--- config.mk ---
export PLATFORM = sky130hd
export DESIGN_NAME = aebm_master
export DESIGN_NICKNAME = d
export VERILOG_FILES = /design/src/core/aebm_pkg.sv /design/src/core/aebm_sync.sv /design/src/core/aebm_fifo.sv /design/src/core/aebm_master.sv
export VERILOG_INCLUDE_DIRS = /design/src /design/src/core
export SDC_FILE = /design/constraint.sdc
export NUM_CORES = 1
export LEC_CHECK = 0
export BUFFER_PORTS_ARGS = -buffer_cell sky130_fd_sc_hd__buf_2
export CORE_ASPECT_RATIO = 0.5
export CORE_MARGIN = 2
export CORE_UTILIZATION = 59
export CTS_CLUSTER_DIAMETER = 150
export DETAILED_ROUTE_END_ITERATION = 16
export PLACE_DENSITY = 0.78
export SETUP_SLACK_MARGIN = 0.3
export SYNTH_ARGS = -nofsm -noshare
export SYNTH_HDL_FRONTEND = slang
export SYNTH_SLANG_ARGS = --single-unit
--- constraint.sdc ---
create_clock -name i_mclk -period 17.2 [get_ports i_mclk]
set_input_delay 2.58 -clock i_mclk [delete_from_list [all_inputs] [get_ports i_mclk]]
set_output_delay 2.58 -clock i_mclk [all_outputs]
set_load 0.02 [all_outputs]
--- src/core/aebm_defs.svh ---
// aebm_defs.svh: constants of the asynchronous external bus master
// assumes: included by bare name from the package and the design files
`ifndef AEBM_DEFS_SVH
`define AEBM_DEFS_SVH
// transfer size pin codes {hi,lo}
`define AEBM_SIZ_BYTE    2'h1
`define AEBM_SIZ_WORD    2'h2
`define AEBM_SIZ_3BYTE   2'h3
`define AEBM_SIZ_LONG    2'h0
// remaining byte counts
`define AEBM_CNT_ZERO    3'h0
`define AEBM_CNT_BYTE    3'h1
`define AEBM_CNT_WORD    3'h2
`define AEBM_CNT_3BYTE   3'h3
`define AEBM_CNT_LONG    3'h4
// space code low bits, top bit always set
`define AEBM_SP_RSVD     2'h0
`define AEBM_SP_DATA     2'h1
`define AEBM_SP_PROG     2'h2
`define AEBM_SP_CPU      2'h3
`define AEBM_FC_TOP      1'h1
// direction pin
`define AEBM_RW_READ     1'h1
`define AEBM_RW_WRITE    1'h0
// widths
`define AEBM_ADDR_W      20
`define AEBM_PIN_ADDR_W  24
`define AEBM_HI_LINES    4
`define AEBM_DATA_W      16
`define AEBM_OPD_W       32
`define AEBM_BYTE_W      8
`define AEBM_CTL_W       6
`define AEBM_CTL_RST     6'h1F
`define AEBM_FIFO_DEPTH  16
`endif

--- src/core/aebm_pkg.sv ---
// aebm_pkg: types and size arithmetic of the external bus master
// assumes: aebm_defs.svh on the include path
`include "aebm_defs.svh"
package aebm_pkg;
   typedef enum logic [2:0] {
      ST_IDLE = 3'b000,
      ST_ADDR = 3'b001,
      ST_AS   = 3'b010,
      ST_DATA = 3'b011,
      ST_WAIT = 3'b100,
      ST_END  = 3'b101
   } aebm_state_e;

   function automatic logic [2:0] aebm_siz_cnt(input logic [1:0] siz);
      logic [2:0] c;
      c = `AEBM_CNT_LONG;
      unique case (siz)
         `AEBM_SIZ_BYTE:  c = `AEBM_CNT_BYTE;
         `AEBM_SIZ_WORD:  c = `AEBM_CNT_WORD;
         `AEBM_SIZ_3BYTE: c = `AEBM_CNT_3BYTE;
         `AEBM_SIZ_LONG:  c = `AEBM_CNT_LONG;
      endcase
      return c;
   endfunction

   function automatic logic [1:0] aebm_cnt_siz(input logic [2:0] cnt);
      logic [1:0] s;
      s = `AEBM_SIZ_LONG;
      case (cnt)
         `AEBM_CNT_BYTE:  s = `AEBM_SIZ_BYTE;
         `AEBM_CNT_WORD:  s = `AEBM_SIZ_WORD;
         `AEBM_CNT_3BYTE: s = `AEBM_SIZ_3BYTE;
         default:         s = `AEBM_SIZ_LONG;
      endcase
      return s;
   endfunction

   // bytes one cycle moves: an aligned word at most
   function automatic logic [2:0] aebm_moved(input logic [2:0] cnt,
                                             input logic       a0,
                                             input logic       wide);
      if (!wide || a0 || cnt == `AEBM_CNT_BYTE)
         return `AEBM_CNT_BYTE;
      return `AEBM_CNT_WORD;
   endfunction
endpackage

--- src/core/aebm_sync.sv ---
// aebm_sync: two-flop synchroniser for pin inputs
// assumes: inputs asynchronous to i_mclk, levels only
module aebm_sync
   import aebm_pkg::*;
#(
   parameter int               WIDTH   = 1,
   parameter logic [WIDTH-1:0] RST_VAL = '0
) (
   input  wire logic             i_mclk,
   input  wire logic             i_sys_rst,
   input  wire logic [WIDTH-1:0] i_async,
   output logic      [WIDTH-1:0] o_sync
);
   logic [WIDTH-1:0] meta_r;

   if (WIDTH < 1) begin : g_chk
      $error("aebm_sync: WIDTH must be at least 1");
   end

   // first stage is read by the second stage only
   always_ff @(posedge i_mclk) begin
      if (i_sys_rst) begin
         meta_r <= RST_VAL;
         o_sync <= RST_VAL;
      end else begin
         meta_r <= i_async;
         o_sync <= meta_r;
      end
   end
endmodule

--- src/core/aebm_fifo.sv ---
// aebm_fifo: request queue in front of the bus engine
// assumes: one clock, synchronous active-high reset
`include "aebm_defs.svh"
module aebm_fifo
   import aebm_pkg::*;
#(
   parameter int WIDTH = 8,
   parameter int DEPTH = `AEBM_FIFO_DEPTH
) (
   input  wire logic             i_mclk,
   input  wire logic             i_sys_rst,
   input  wire logic             i_in_valid,
   output logic                  o_in_ready,
   input  wire logic [WIDTH-1:0] i_in_data,
   output logic                  o_out_valid,
   input  wire logic             i_out_ready,
   output logic      [WIDTH-1:0] o_out_data
);
   localparam int AW = $clog2(DEPTH);
   logic [WIDTH-1:0] mem_r [DEPTH];
   logic [AW:0]      wr_ptr_r;
   logic [AW:0]      rd_ptr_r;
   logic             full;
   logic             empty;

   if (DEPTH < 2 || (1 << AW) != DEPTH || WIDTH < 1) begin : g_chk
      $error("aebm_fifo: DEPTH must be a power of two, WIDTH >= 1");
   end

   // extra pointer bit tells full from empty
   assign full  = (wr_ptr_r[AW] != rd_ptr_r[AW]) &&
                  (wr_ptr_r[AW-1:0] == rd_ptr_r[AW-1:0]);
   assign empty = (wr_ptr_r == rd_ptr_r);
   assign o_in_ready  = !full;
   assign o_out_valid = !empty;
   assign o_out_data  = mem_r[rd_ptr_r[AW-1:0]];

   always_ff @(posedge i_mclk) begin
      if (i_in_valid && !full) begin
         mem_r[wr_ptr_r[AW-1:0]] <= i_in_data;
      end
   end

   always_ff @(posedge i_mclk) begin
      if (i_sys_rst) begin
         wr_ptr_r <= '0;
      end else if (i_in_valid && !full) begin
         wr_ptr_r <= wr_ptr_r + 1'b1;
      end
   end

   always_ff @(posedge i_mclk) begin
      if (i_sys_rst) begin
         rd_ptr_r <= '0;
      end else if (i_out_ready && !empty) begin
         rd_ptr_r <= rd_ptr_r + 1'b1;
      end
   end
endmodule

--- src/core/aebm_master.sv ---
// aebm_master: asynchronous external bus master, internal side to pins
// assumes: one half bus clock per i_mclk cycle; pins sampled via sync
//
// Behaviour
// RULE1 - full mode 16 data lines, partial 8
// RULE2 - top four address lines copy bit 19
// RULE3 - partial mode: 8-bit ports, split transfers
// RULE4 - address, size, space, direction driven together
// RULE5 - size pins give bytes still remaining
// RULE6 - cycle outputs valid while address strobe low
// RULE7 - direction changes only at cycle start
// RULE8 - space code top bit one, 5/6/7
// RULE9 - address of most significant byte
// RULE10 - address strobe half clock after start
// RULE11 - read data captured at cycle end
// RULE12 - writes drive all 16 data lines
// RULE13 - write data half clock after strobe
// RULE14 - read data strobe with address strobe
// RULE15 - write data strobe one clock later
// RULE16 - slave acknowledges end cycle, give width
// RULE17 - cycle stretched until slave terminates
// RULE18 - bus fault terminates cycle as error
// RULE19 - fault with halt gives bus error exception
// RULE20 - auto-vector ends interrupt acknowledge cycle
// RULE21 - auto-vector ignored outside interrupt acknowledge
// RULE22 - acknowledge pair decode, both low reserved
// RULE23 - 8-bit slave sits on upper lines
// RULE24 - long word: upper word first
// RULE25 - outputs held until acknowledge or fault
`include "aebm_defs.svh"
module aebm_master
   import aebm_pkg::*;
#(
   parameter int FIFO_DEPTH = `AEBM_FIFO_DEPTH
) (
   input  wire logic                         i_mclk,
   input  wire logic                         i_sys_rst,
   input  wire logic                         i_full_mode,
   input  wire logic                         i_req_valid,
   output logic                              o_req_ready,
   input  wire logic [`AEBM_ADDR_W-1:0]      i_req_addr,
   input  wire logic                         i_req_write,
   input  wire logic [1:0]                   i_req_siz,
   input  wire logic [1:0]                   i_req_space,
   input  wire logic                         i_req_iack,
   input  wire logic [`AEBM_OPD_W-1:0]       i_req_wdata,
   output logic                              o_rsp_valid,
   output logic      [`AEBM_OPD_W-1:0]       o_rsp_rdata,
   output logic                              o_rsp_fault,
   output logic                              o_rsp_auto_vector_ack,
   output logic                              o_bus_err_exc,
   output logic      [`AEBM_PIN_ADDR_W-1:0]  o_addr,
   output logic                              o_xfer_size_hi,
   output logic                              o_xfer_size_lo,
   output logic      [2:0]                   o_space_code,
   output logic                              o_rd_wr,
   output logic                              o_address_strobe_n,
   output logic                              o_data_strobe_n,
   input  wire logic [`AEBM_DATA_W-1:0]      i_data,
   output logic      [`AEBM_DATA_W-1:0]      o_data,
   output logic                              o_data_oe,
   input  wire logic                         i_ack_width_hi_n,
   input  wire logic                         i_ack_width_lo_n,
   input  wire logic                         i_bus_fault_n,
   input  wire logic                         i_halt_n,
   input  wire logic                         i_auto_vector_ack_n
);
   localparam int REQ_W = `AEBM_ADDR_W + 6 + `AEBM_OPD_W;
   localparam int BW    = `AEBM_BYTE_W;

   if (FIFO_DEPTH < 2) begin : g_chk
      $error("aebm_master: FIFO_DEPTH must be at least 2");
   end

   aebm_state_e                st_r;
   aebm_state_e                st_nxt;
   logic [REQ_W-1:0]           fifo_in;
   logic [REQ_W-1:0]           fifo_out;
   logic                       fifo_valid;
   logic                       fifo_take;
   logic [`AEBM_ADDR_W-1:0]    q_addr;
   logic                       q_write;
   logic [1:0]                 q_siz;
   logic [1:0]                 q_space;
   logic                       q_iack;
   logic [`AEBM_OPD_W-1:0]     q_wdata;
   logic [`AEBM_CTL_W-1:0]     ctl_s;
   logic [`AEBM_DATA_W-1:0]    din_s;
   logic                       full_s;
   logic                       ack_hi;
   logic                       ack_lo;
   logic                       fault;
   logic                       halt;
   logic                       auto_vector_ack;
   logic                       ack_end;
   logic                       auto_vector_ack_end;
   logic                       term;
   logic                       wide;
   logic [2:0]                 moved;
   logic [`AEBM_ADDR_W-1:0]    addr_r;
   logic [2:0]                 cnt_r;
   logic                       write_r;
   logic [1:0]                 space_r;
   logic                       iack_r;
   logic [`AEBM_OPD_W-1:0]     opd_r;
   logic                       fault_r;
   logic                       auto_vector_ack_r;
   logic [`AEBM_ADDR_W-1:0]    cyc_addr;
   logic [2:0]                 cyc_cnt;
   logic                       cyc_write;
   logic [1:0]                 cyc_space;
   logic                       cyc_iack;
   logic [1:0]                 sp_low;
   logic [1:0]                 siz_pins;
   logic [`AEBM_ADDR_W-1:0]    pin_addr_r;
   logic                       strobe_on;

   // request path: queue holds requests while the bus is busy, stalls the source only when full
   assign fifo_in = {i_req_addr, i_req_write, i_req_siz, i_req_space,
                     i_req_iack, i_req_wdata};
   assign {q_addr, q_write, q_siz, q_space, q_iack, q_wdata} = fifo_out;
   assign fifo_take = (st_r == ST_IDLE);

   aebm_fifo #(
      .WIDTH (REQ_W),
      .DEPTH (FIFO_DEPTH)
   ) u_fifo (
      .i_mclk      (i_mclk),
      .i_sys_rst   (i_sys_rst),
      .i_in_valid  (i_req_valid),
      .o_in_ready  (o_req_ready),
      .i_in_data   (fifo_in),
      .o_out_valid (fifo_valid),
      .i_out_ready (fifo_take),
      .o_out_data  (fifo_out)
   );

   // pins cross two flops; adds two cycles to every termination
   aebm_sync #(
      .WIDTH   (`AEBM_CTL_W),
      .RST_VAL (`AEBM_CTL_RST)
   ) u_sync_ctl (
      .i_mclk    (i_mclk),
      .i_sys_rst (i_sys_rst),
      .i_async   ({i_full_mode, i_ack_width_hi_n, i_ack_width_lo_n,
                   i_bus_fault_n, i_halt_n, i_auto_vector_ack_n}),
      .o_sync    (ctl_s)
   );

   aebm_sync #(
      .WIDTH   (`AEBM_DATA_W),
      .RST_VAL ('0)
   ) u_sync_data (
      .i_mclk    (i_mclk),
      .i_sys_rst (i_sys_rst),
      .i_async   (i_data),
      .o_sync    (din_s)
   );

   assign full_s = ctl_s[5];
   assign ack_hi = !ctl_s[4];
   assign ack_lo = !ctl_s[3];
   assign fault  = !ctl_s[2];
   assign halt   = !ctl_s[1];
   assign auto_vector_ack   = !ctl_s[0];

   // one acknowledge alone ends the cycle; both is reserved, keeps waiting
   assign ack_end  = ack_hi ^ ack_lo; // RULE22 RULE16
   // 16-bit answer only counts with all data lines present
   assign wide     = ack_hi && !ack_lo && full_s; // RULE1 RULE3 RULE23
   assign auto_vector_ack_end = iack_r && auto_vector_ack; // RULE20 RULE21
   assign term     = (st_r == ST_WAIT) && (ack_end || auto_vector_ack_end || fault);
   assign moved    = aebm_moved(cnt_r, addr_r[0], wide);

   always_comb begin
      st_nxt = st_r;
      unique case (st_r)
         ST_IDLE: if (fifo_valid) st_nxt = ST_ADDR;
         ST_ADDR: st_nxt = ST_AS;
         ST_AS:   st_nxt = ST_DATA;
         ST_DATA: st_nxt = ST_WAIT;
         ST_WAIT: if (term) st_nxt = ST_END; // RULE17 RULE25
         ST_END:  st_nxt = (cnt_r == `AEBM_CNT_ZERO) ? ST_IDLE : ST_ADDR;
         default: st_nxt = ST_IDLE;
      endcase
   end

   always_ff @(posedge i_mclk) begin
      if (i_sys_rst) begin
         st_r <= ST_IDLE;
      end else begin
         st_r <= st_nxt;
      end
   end

   // values of the cycle about to start
   assign cyc_addr  = (st_r == ST_IDLE) ? q_addr : addr_r;
   assign cyc_cnt   = (st_r == ST_IDLE) ? aebm_siz_cnt(q_siz) : cnt_r;
   assign cyc_write = (st_r == ST_IDLE) ? q_write : write_r;
   assign cyc_space = (st_r == ST_IDLE) ? q_space : space_r;
   assign cyc_iack  = (st_r == ST_IDLE) ? q_iack : iack_r;
   // reserved space 4 is never put out
   assign sp_low    = cyc_iack ? `AEBM_SP_CPU :
                      (cyc_space == `AEBM_SP_RSVD) ? `AEBM_SP_DATA :
                      cyc_space; // RULE8
   assign siz_pins  = aebm_cnt_siz(cyc_cnt); // RULE5

   // operand bookkeeping across split cycles
   always_ff @(posedge i_mclk) begin
      if (i_sys_rst) begin
         addr_r  <= '0;
         cnt_r   <= `AEBM_CNT_ZERO;
         write_r <= 1'b0;
         space_r <= `AEBM_SP_DATA;
         iack_r  <= 1'b0;
         opd_r   <= '0;
         fault_r <= 1'b0;
         auto_vector_ack_r  <= 1'b0;
      end else if (st_r == ST_IDLE && fifo_valid) begin
         addr_r  <= q_addr;
         cnt_r   <= aebm_siz_cnt(q_siz);
         write_r <= q_write;
         space_r <= q_space;
         iack_r  <= q_iack;
         // left-justify so the top byte is always the next one out
         opd_r   <= q_write ? q_wdata << {`AEBM_CNT_LONG -
                    aebm_siz_cnt(q_siz), 3'h0} : '0;
         fault_r <= 1'b0;
         auto_vector_ack_r  <= 1'b0;
      end else if (term) begin
         if (fault) begin
            cnt_r   <= `AEBM_CNT_ZERO; // RULE18
            fault_r <= 1'b1;
         end else if (auto_vector_ack_end) begin
            cnt_r  <= `AEBM_CNT_ZERO;
            auto_vector_ack_r <= 1'b1;
         end else begin
            // upper word goes first, then the address advances
            cnt_r  <= cnt_r - moved; // RULE3 RULE24
            addr_r <= addr_r + {{(`AEBM_ADDR_W-3){1'b0}}, moved};
            if (write_r) begin
               opd_r <= opd_r << {moved, 3'h0};
            end else if (moved == `AEBM_CNT_WORD) begin
               opd_r <= {opd_r[`AEBM_OPD_W-2*BW-1:0], din_s}; // RULE11
            end else if (wide && addr_r[0]) begin
               // odd byte of a wide port comes on the lower lines
               opd_r <= {opd_r[`AEBM_OPD_W-BW-1:0], din_s[BW-1:0]};
            end else begin
               opd_r <= {opd_r[`AEBM_OPD_W-BW-1:0],
                         din_s[`AEBM_DATA_W-1:BW]}; // RULE23
            end
         end
      end
   end

   // cycle outputs change only when a cycle starts
   always_ff @(posedge i_mclk) begin
      if (i_sys_rst) begin
         pin_addr_r     <= '0;
         o_xfer_size_hi <= 1'b0;
         o_xfer_size_lo <= 1'b1;
         o_space_code   <= {`AEBM_FC_TOP, `AEBM_SP_DATA};
         o_rd_wr        <= `AEBM_RW_READ;
      end else if (st_nxt == ST_ADDR) begin
         pin_addr_r     <= cyc_addr; // RULE4 RULE9
         o_xfer_size_hi <= siz_pins[1];
         o_xfer_size_lo <= siz_pins[0];
         o_space_code   <= {`AEBM_FC_TOP, sp_low};
         // held between cycles, so back-to-back writes keep it low
         o_rd_wr        <= cyc_write ? `AEBM_RW_WRITE : `AEBM_RW_READ; // RULE7
      end
   end

   assign o_addr = {{`AEBM_HI_LINES{pin_addr_r[`AEBM_ADDR_W-1]}},
                    pin_addr_r}; // RULE2

   assign strobe_on = (st_nxt == ST_AS) || (st_nxt == ST_DATA) ||
                      (st_nxt == ST_WAIT);

   always_ff @(posedge i_mclk) begin
      if (i_sys_rst) begin
         o_address_strobe_n <= 1'b1;
         o_data_strobe_n    <= 1'b1;
      end else begin
         o_address_strobe_n <= !strobe_on; // RULE10 RULE6
         o_data_strobe_n    <= !((strobe_on && !write_r) ||
                                 (st_nxt == ST_WAIT && write_r)); // RULE14 RULE15
      end
   end

   // write data: both lanes, byte duplicated on odd address
   always_ff @(posedge i_mclk) begin
      if (i_sys_rst) begin
         o_data    <= '0;
         o_data_oe <= 1'b0;
      end else begin
         if (st_nxt == ST_DATA) begin
            o_data <= addr_r[0] ?
               {2{opd_r[`AEBM_OPD_W-1 -: BW]}} :
               opd_r[`AEBM_OPD_W-1 -: `AEBM_DATA_W]; // RULE12
         end
         o_data_oe <= write_r && (st_nxt == ST_DATA ||
                                  st_nxt == ST_WAIT); // RULE13
      end
   end

   // answers to the internal side: valid and bus error are one-cycle pulses, data and flags held
   always_ff @(posedge i_mclk) begin
      if (i_sys_rst) begin
         o_rsp_valid   <= 1'b0;
         o_rsp_rdata   <= '0;
         o_rsp_fault   <= 1'b0;
         o_rsp_auto_vector_ack    <= 1'b0;
         o_bus_err_exc <= 1'b0;
      end else begin
         o_rsp_valid   <= (st_r == ST_END) && (cnt_r == `AEBM_CNT_ZERO);
         if (st_r == ST_END && cnt_r == `AEBM_CNT_ZERO) begin
            o_rsp_rdata <= write_r ? '0 : opd_r;
            o_rsp_fault <= fault_r;
            o_rsp_auto_vector_ack  <= auto_vector_ack_r;
         end
         o_bus_err_exc <= term && fault && halt; // RULE19
      end
   end
endmodule

==> flow_summary.json, run 1 <==
{
  "drt_iter0_drc": 3125,
  "pwr-share-seq_pct": 48.3,
  "post-route-period-util_pct": 34.1,
  "rsz0062_at_grt": "no",
  "grt_first_pass_wirelength_um": 153000,
  "final_antenna_net_count": 0,
  "routabilityCongestion": 0.919,
  "drc": 0,
  "fmaxAchievable_mhz": 171,
  "r2r_end": "opd_r[27]",
  "grt_most_used_layer": "met2",
  "cts.path.max_buffers": 3,
  "core_area_mm2": 0.0737,
  "syn_area_per_cell_um2": 18.3,
  "cts.sinks": 1130,
  "status": "finished, final reports clean",
  "vias_per_cell": 6.51,
  "min-delay-start": "u_sync_ctl.o_sync[1]",
  "holdPathStages": 1,
  "tns_ps": 0,
  "grt_max_degree": 96,
  "hold_violations": 0,
  "globalRouteOverflowTotal": 0,
  "met3_usage_pct": 4.19,
  "p_per_area_mw_per_mm2": 137,
  "die_y_um": 198,
  "clock-root-buffer": "clkbuf_16",
  "yosys_warnings": 0,
  "synthArstFlopShare_pct": 0,
  "internal-power_uw": 4780,
  "r2r_setup_slack_ps": 11340,
  "syn_area_mm2": 0.0443,
  "cts_hold_buf": 0,
  "timing.final.ws_setup_ps": 11340,
  "min_to": "o_bus_err_exc",
  "period_minus_slack_ps": 5860,
  "final_nets": 2657,
  "synthCells": 2419,
  "insertion_delay_ps": 670,
  "dr.pass1.iters": 6,
  "final_util_pct": 66.4,
  "synthesis.nets": 2516,
  "wirelength_um": 103000,
  "swShare_pct": 28.8,
  "io_buffers": 167,
  "fp.dieW_um": 391,
  "htreeDepth": 3,
  "cp_data_required_time_ps": 17770,
  "power.leakage_uw": 0.0156,
  "synth.distinct_cells": 71,
  "antenna_found_initial": 3,
  "max-slew-margin-rel_pct": 19.8,
  "num_vias": 23760,
  "path_class": "flop to flop",
  "dp_slack_ps": 11340,
  "numCtsBuffers": 94,
  "cp.arrival_ps": 6430,
  "postCtsSetupBuffers": 0,
  "syn_to_final_growth_pct": 10.5,
  "routedWlPerCell_um": 28.3,
  "synth_edf_count": 928,
  "finClkSkew_ps": 35.8,
  "maxSlewViolCount": 0,
  "rr_worst_depth": 11,
  "combPwrFrac_pct": 19.7,
  "tightestPinTransition_ps": 1200,
  "drive_above_1_share_pct": 25.5,
  "worstHoldPathType": "flop to flop",
  "ys_ff_latch": 1130,
  "grt_pass1_vias": 23826,
  "drv_cap": 0,
  "ir_worst_vdd_v": 0.0000790,
  "final-setup-viol-count": 0,
  "postCtsResizedCells": 0,
  "worst-path-max-fanout": 53,
  "synth_seq_area_share_pct": 72.1,
  "hpwl_um": 57700,
  "pin_count": 169,
  "globalRouteTotalUtil_pct": 27.2,
  "cts_tree": "built",
  "dieArea_mm2": 0.0774,
  "clk_pin_slew_ps": 70,
  "grtUsageMet1_pct": 37.5,
  "end_kind": "flop",
  "rows": 70,
  "p_switching_uw": 1930,
  "synth_ff_type": "edfxtp_1",
  "grt_use_met2_pct": 44.6,
  "clockPowerShare_pct": 32.0,
  "startpoint_type": "flop",
  "hold_slack_ps": 397,
  "initial_utilization_pct": 60.1
}
flip-flops by register name, summed over array words and instances (netlist names), 6 cells and up, named ones only:
register and count:
opd_r 32, u_sync_ctl.meta_r 6, o_data 16, u_sync_data.meta_r 16, pin_addr_r 20, u_sync_ctl.o_sync 6
u_fifo.mem_r 928, addr_r 20, u_sync_data.o_sync 16, o_rsp_rdata 32
power by group through the flow:
| stage | sequential, uW | clock, uW | combinational, uW |
|---|---|---|---|
| floorplan | 3260 | 0 | 950 |
| global route | 3250 | 2270 | 1420 |
| CTS | 3240 | 2170 | 1310 |
| global placement | 3290 | 0 | 1280 |
| detailed placement | 3290 | 0 | 1300 |
| finish | 3240 | 2150 | 1320 |
critical path: stages, from the launching register on:
cell      delay [ps]
dfxtp_4          640
buf_4            720
buf_4            930
mux4_2           600
mux4_2           540
inv_1            100
ha_1             400
inv_1            160
o211ai_1         140
nor2_2           930
nand3_1          190
a211oi_1         290
logic make-up after synthesis:
group	Yosys count	synth area share, %
AO/OA/AOI/OAI	293	4.53
multiplexers	348	15.5
AND/OR/NAND/NOR	439	4.69
adder cells (fa/ha/maj)	14	0.413
buffers and inverters	175	2.38
other	1	0.00847
flip-flops	1130	72.1
XOR/XNOR	19	0.376
cell usage after synthesis (14+ instances only):
master    number  area [um^2]
edfxtp_1     928        27900
nor3_1        42          210
buf_2         41          205
o21ai_0       14         70.1
dfxtp_1      202         4040
a21oi_1       83          415
a211oi_1      48          360
nand3_1       15         75.1
mux4_2       224         5040
mux2_2        49          552
buf_6         23          259
a22o_1        32          280
buf_4         18          135
nor2_1       148          556
a31oi_1       34          213
o22ai_1       16          100
clkbuf_1      63          236
nor2b_1       45          282
a311oi_1      22          193
mux4_1        32          841
or2_2         14         87.6
mux2i_1       43          430
nand2_1      118          443
how the worst max path moves through the flow:
stage                      startpoint                  to  slack (ps)
after global routing             flop           opd_r[26]       10830
after global placement           flop           opd_r[30]       11480
after detailed placement         flop           opd_r[30]       11340
after floorplan           i_req_valid  u_fifo.mem_r[3][0]        9630
after CTS                        flop           opd_r[30]       11360
final                            flop           opd_r[27]       11340
routing by layer:
layer | wire, um | vias to the layer above
met2 | 51000 | 1259
met4 | 4080 | 0
met1 | 39900 | 12270
met3 | 8340 | 226
li1 | - | 10005
met5 | 0 | -
placed cells by master, fill, tap and decap left out, types with 9 or more instances in the layout:
cell and count:
dfxtp_1 198, o21ai_0 14, a211oi_1 48, ha_1 13, a311oi_1 22, bufinv_16 9, nor4_1 9, mux4_1 32
a21oi_1 82, a22o_1 32, nor3_1 37, buf_4 40, nor2b_1 44, mux2i_1 43, nor2_4 12, clkbuf_16 95
o22ai_1 16, nand2_1 118, mux4_2 224, buf_2 166, clkinv_2 18, edfxtp_1 928, nand3_1 15, xnor2_1 11
clkbuf_1 23, or2_2 14, inv_1 14, nor2_1 134, clkinv_1 9, a31oi_1 34, mux2_2 49
final cells by class:
type / instances / area, um^2
antenna: 3 / 7.51
clock buffer: 124 / 2550
clock inverter: 50 / 517
fill: 4681 / 24800
inverter: 14 / 52.6
multi-input combinational: 1114 / 11500
sequential: 1130 / 31900
tap: 1008 / 1260
timing repair buffer: 206 / 1130
stage by stage:
stage / area (um^2) / std cells / power, uW
after floorplan: 44300 / 2419 / 4210
after global placement: 45800 / 3472 / 4560
final: 48900 / 3649 / 6710
after global routing: 48900 / 3649 / 6940
after detailed placement: 45800 / 3472 / 4600
after CTS: 48900 / 3646 / 6710
No activity file was read; power rests on OpenSTA's default activity.
==> run 2: changes to the inputs <==
CORE_UTILIZATION = 55   (was 59)
PLACE_DENSITY = 0.76   (was 0.78)
clock period = 5.38 ns   (was 17.2 ns; I/O delays follow)
==> run 2 against run 1 <==
Compared with the run above:
- setup slack got worse by 10000 ps
- via count fell by 1.0%
- clock-buffer cell count rose by 7
- maximum frequency rose by 45%
- die area rose by 7.2%
- first-iteration DRC count fell by 20%
- sequential cell count did not move
- sequential power rose to 3.2 times the previous value
- power rose to 3.2 times the previous value
- clock power rose to 3.3 times the previous value
- sequential share of layout area fell by 0.59 points
- combinational power rose to 3.1 times the previous value
- critical path type unchanged
- largest cell class unchanged
- largest power group unchanged
==> flow_summary.json, run 2 (synthesis results as in run 1) <==
{
  "clock-root-buffer": "clkbuf_16",
  "r2r_end": "opd_r[31]",
  "cp_data_required_time_ps": 5950,
  "largest_reg_flops": 928,
  "max-slew-margin-rel_pct": 16.6,
  "fp.dieW_um": 405,
  "drv_cap": 0,
  "dp_slack_ps": 1430,
  "numCtsBuffers": 96,
  "worstHoldPathType": "primary input to flop",
  "grt_first_pass_wirelength_um": 151000,
  "globalRouteTotalUtil_pct": 24.9,
  "vias_per_cell": 6.29,
  "core_area_mm2": 0.0796,
  "hold_violations": 0,
  "slowest_delay_ps": 770,
  "slowest_stage": "dfxtp_4",
  "globalRouteOverflowTotal": 0,
  "io_buffers": 167,
  "power_uw": 21600,
  "postCtsSetupBuffers": 0,
  "fmaxAchievable_mhz": 247,
  "post-route-period-util_pct": 75.3,
  "routedWlPerCell_um": 27.3,
  "grt_max_degree": 127,
  "final_common_cell": "edfxtp_1",
  "cts.sinks": 1130,
  "grt_pass1_vias": 23391,
  "clk_pin_slew_ps": 70,
  "drive_above_1_share_pct": 25.7,
  "hpwl_um": 58000,
  "ir_worst_vdd_v": 0.000281,
  "path_class": "flop to flop",
  "cts_tree": "built",
  "pin_count": 169,
  "cts.path.max_buffers": 3,
  "antenna_found_initial": 6,
  "startpoint_type": "flop",
  "final_nets": 2665,
  "drt_iter0_drc": 2511,
  "status": "finished, final reports clean",
  "crit_buf_inv": 0,
  "critPathTopFamily": "multiplexers",
  "dr.pass1.iters": 5,
  "drc": 0,
  "rows": 73,
  "cp.arrival_ps": 4620,
  "postCtsResizedCells": 0,
  "r2r_setup_slack_ps": 1330,
  "wirelength_um": 102000,
  "num_vias": 23516,
  "final-setup-viol-count": 0,
  "worstPathCellList": "mux4_2 -> mux4_2 -> ha_1 -> or2_2 -> nand2b_1 -> nor2_1 -> a211oi_1 -> a31oi_1 -> a211oi_1",
  "final_antenna_net_count": 0,
  "period_minus_slack_ps": 4050,
  "dieArea_mm2": 0.0829,
  "cts_hold_buf": 0,
  "rr_worst_depth": 9,
  "worst-path-max-fanout": 34,
  "end_kind": "flop",
  "initial_utilization_pct": 55.6,
  "antenna_cells": 0,
  "min_to": "u_sync_ctl.meta_r[0]",
  "tns_ps": 0,
  "final_cell_mix": "928 x edfxtp_1, 224 x mux4_2, 198 x dfxtp_1",
  "p_per_area_mw_per_mm2": 438,
  "power.leakage_uw": 0.0157,
  "htreeDepth": 3,
  "final_util_pct": 62.0,
  "die_y_um": 205,
  "hold_slack_ps": 312,
  "syn_to_final_growth_pct": 11.5,
  "finClkSkew_ps": 18.5,
  "min-delay-start": "i_auto_vector_ack_n",
  "tightestPinTransition_ps": 1250,
  "insertion_delay_ps": 690,
  "rsz0062_at_grt": "no",
  "timing.final.ws_setup_ps": 1330,
  "holdPathStages": 2,
  "routabilityCongestion": 0.873,
  "maxSlewViolCount": 0
}
[run 2: cell count changes in the layout (fill, tap and decap cells not counted), sizes merged]
| cell | previous run | this run |
|---|---|---|
| clkinv | 32 | 34 |
| clkbuf | 124 | 131 |
| diode | 3 | 0 |
| inv | 19 | 18 |
| buf | 206 | 212 |
| clkinvlp | 4 | 1 |
[run 2: worst max-delay path by stage]
| stage | from | to | cells past startpoint |
|---|---|---|---|
| after detailed placement | flop | opd_r[30] | 9 |
| after floorplan | u_fifo.wr_ptr_r[2] | u_fifo.mem_r[7][0] | 6 |
| after global routing | flop | opd_r[31] | 9 |
| after CTS | flop | opd_r[31] | 9 |
| after global placement | flop | opd_r[30] | 9 |
| final | flop | opd_r[31] | 9 |
[run 2: area by class of cell]
type,count,area [um^2]
timing repair buffer,212,1330
sequential,1130,31900
multi-input combinational,1114,11500
inverter,14,52.6
clock inverter,48,508
clock buffer,131,2690
tap,1087,1360
fill,5456,30200
[run 2: where the power goes]
group | internal (uW) | total [uW] | switching, uW | leakage (uW)
clock network | 3960 | 7100 | 3140 | 0.00157
logic | 1620 | 4120 | 2500 | 0.00412
registers | 9880 | 10400 | 515 | 0.0100
[run 2: per-layer routing]
layer | vias to the layer above | part of all wire [%] | global-route usage, %
met5 | - | 0.025 | 0
met4 | 4 | 3.0 | 7.56
met3 | 176 | 7.7 | 4.93
met2 | 1050 | 49 | 40.7
met1 | 12256 | 40 | 34.3
li1 | 10030 | - | -
[run 2: metrics by stage]
step	instance area, um^2	instances
finish	49300	3736
CTS	49300	3736
global route	49300	3736
detailed placement	46100	3557
global placement	46100	3557
floorplan	44300	2419
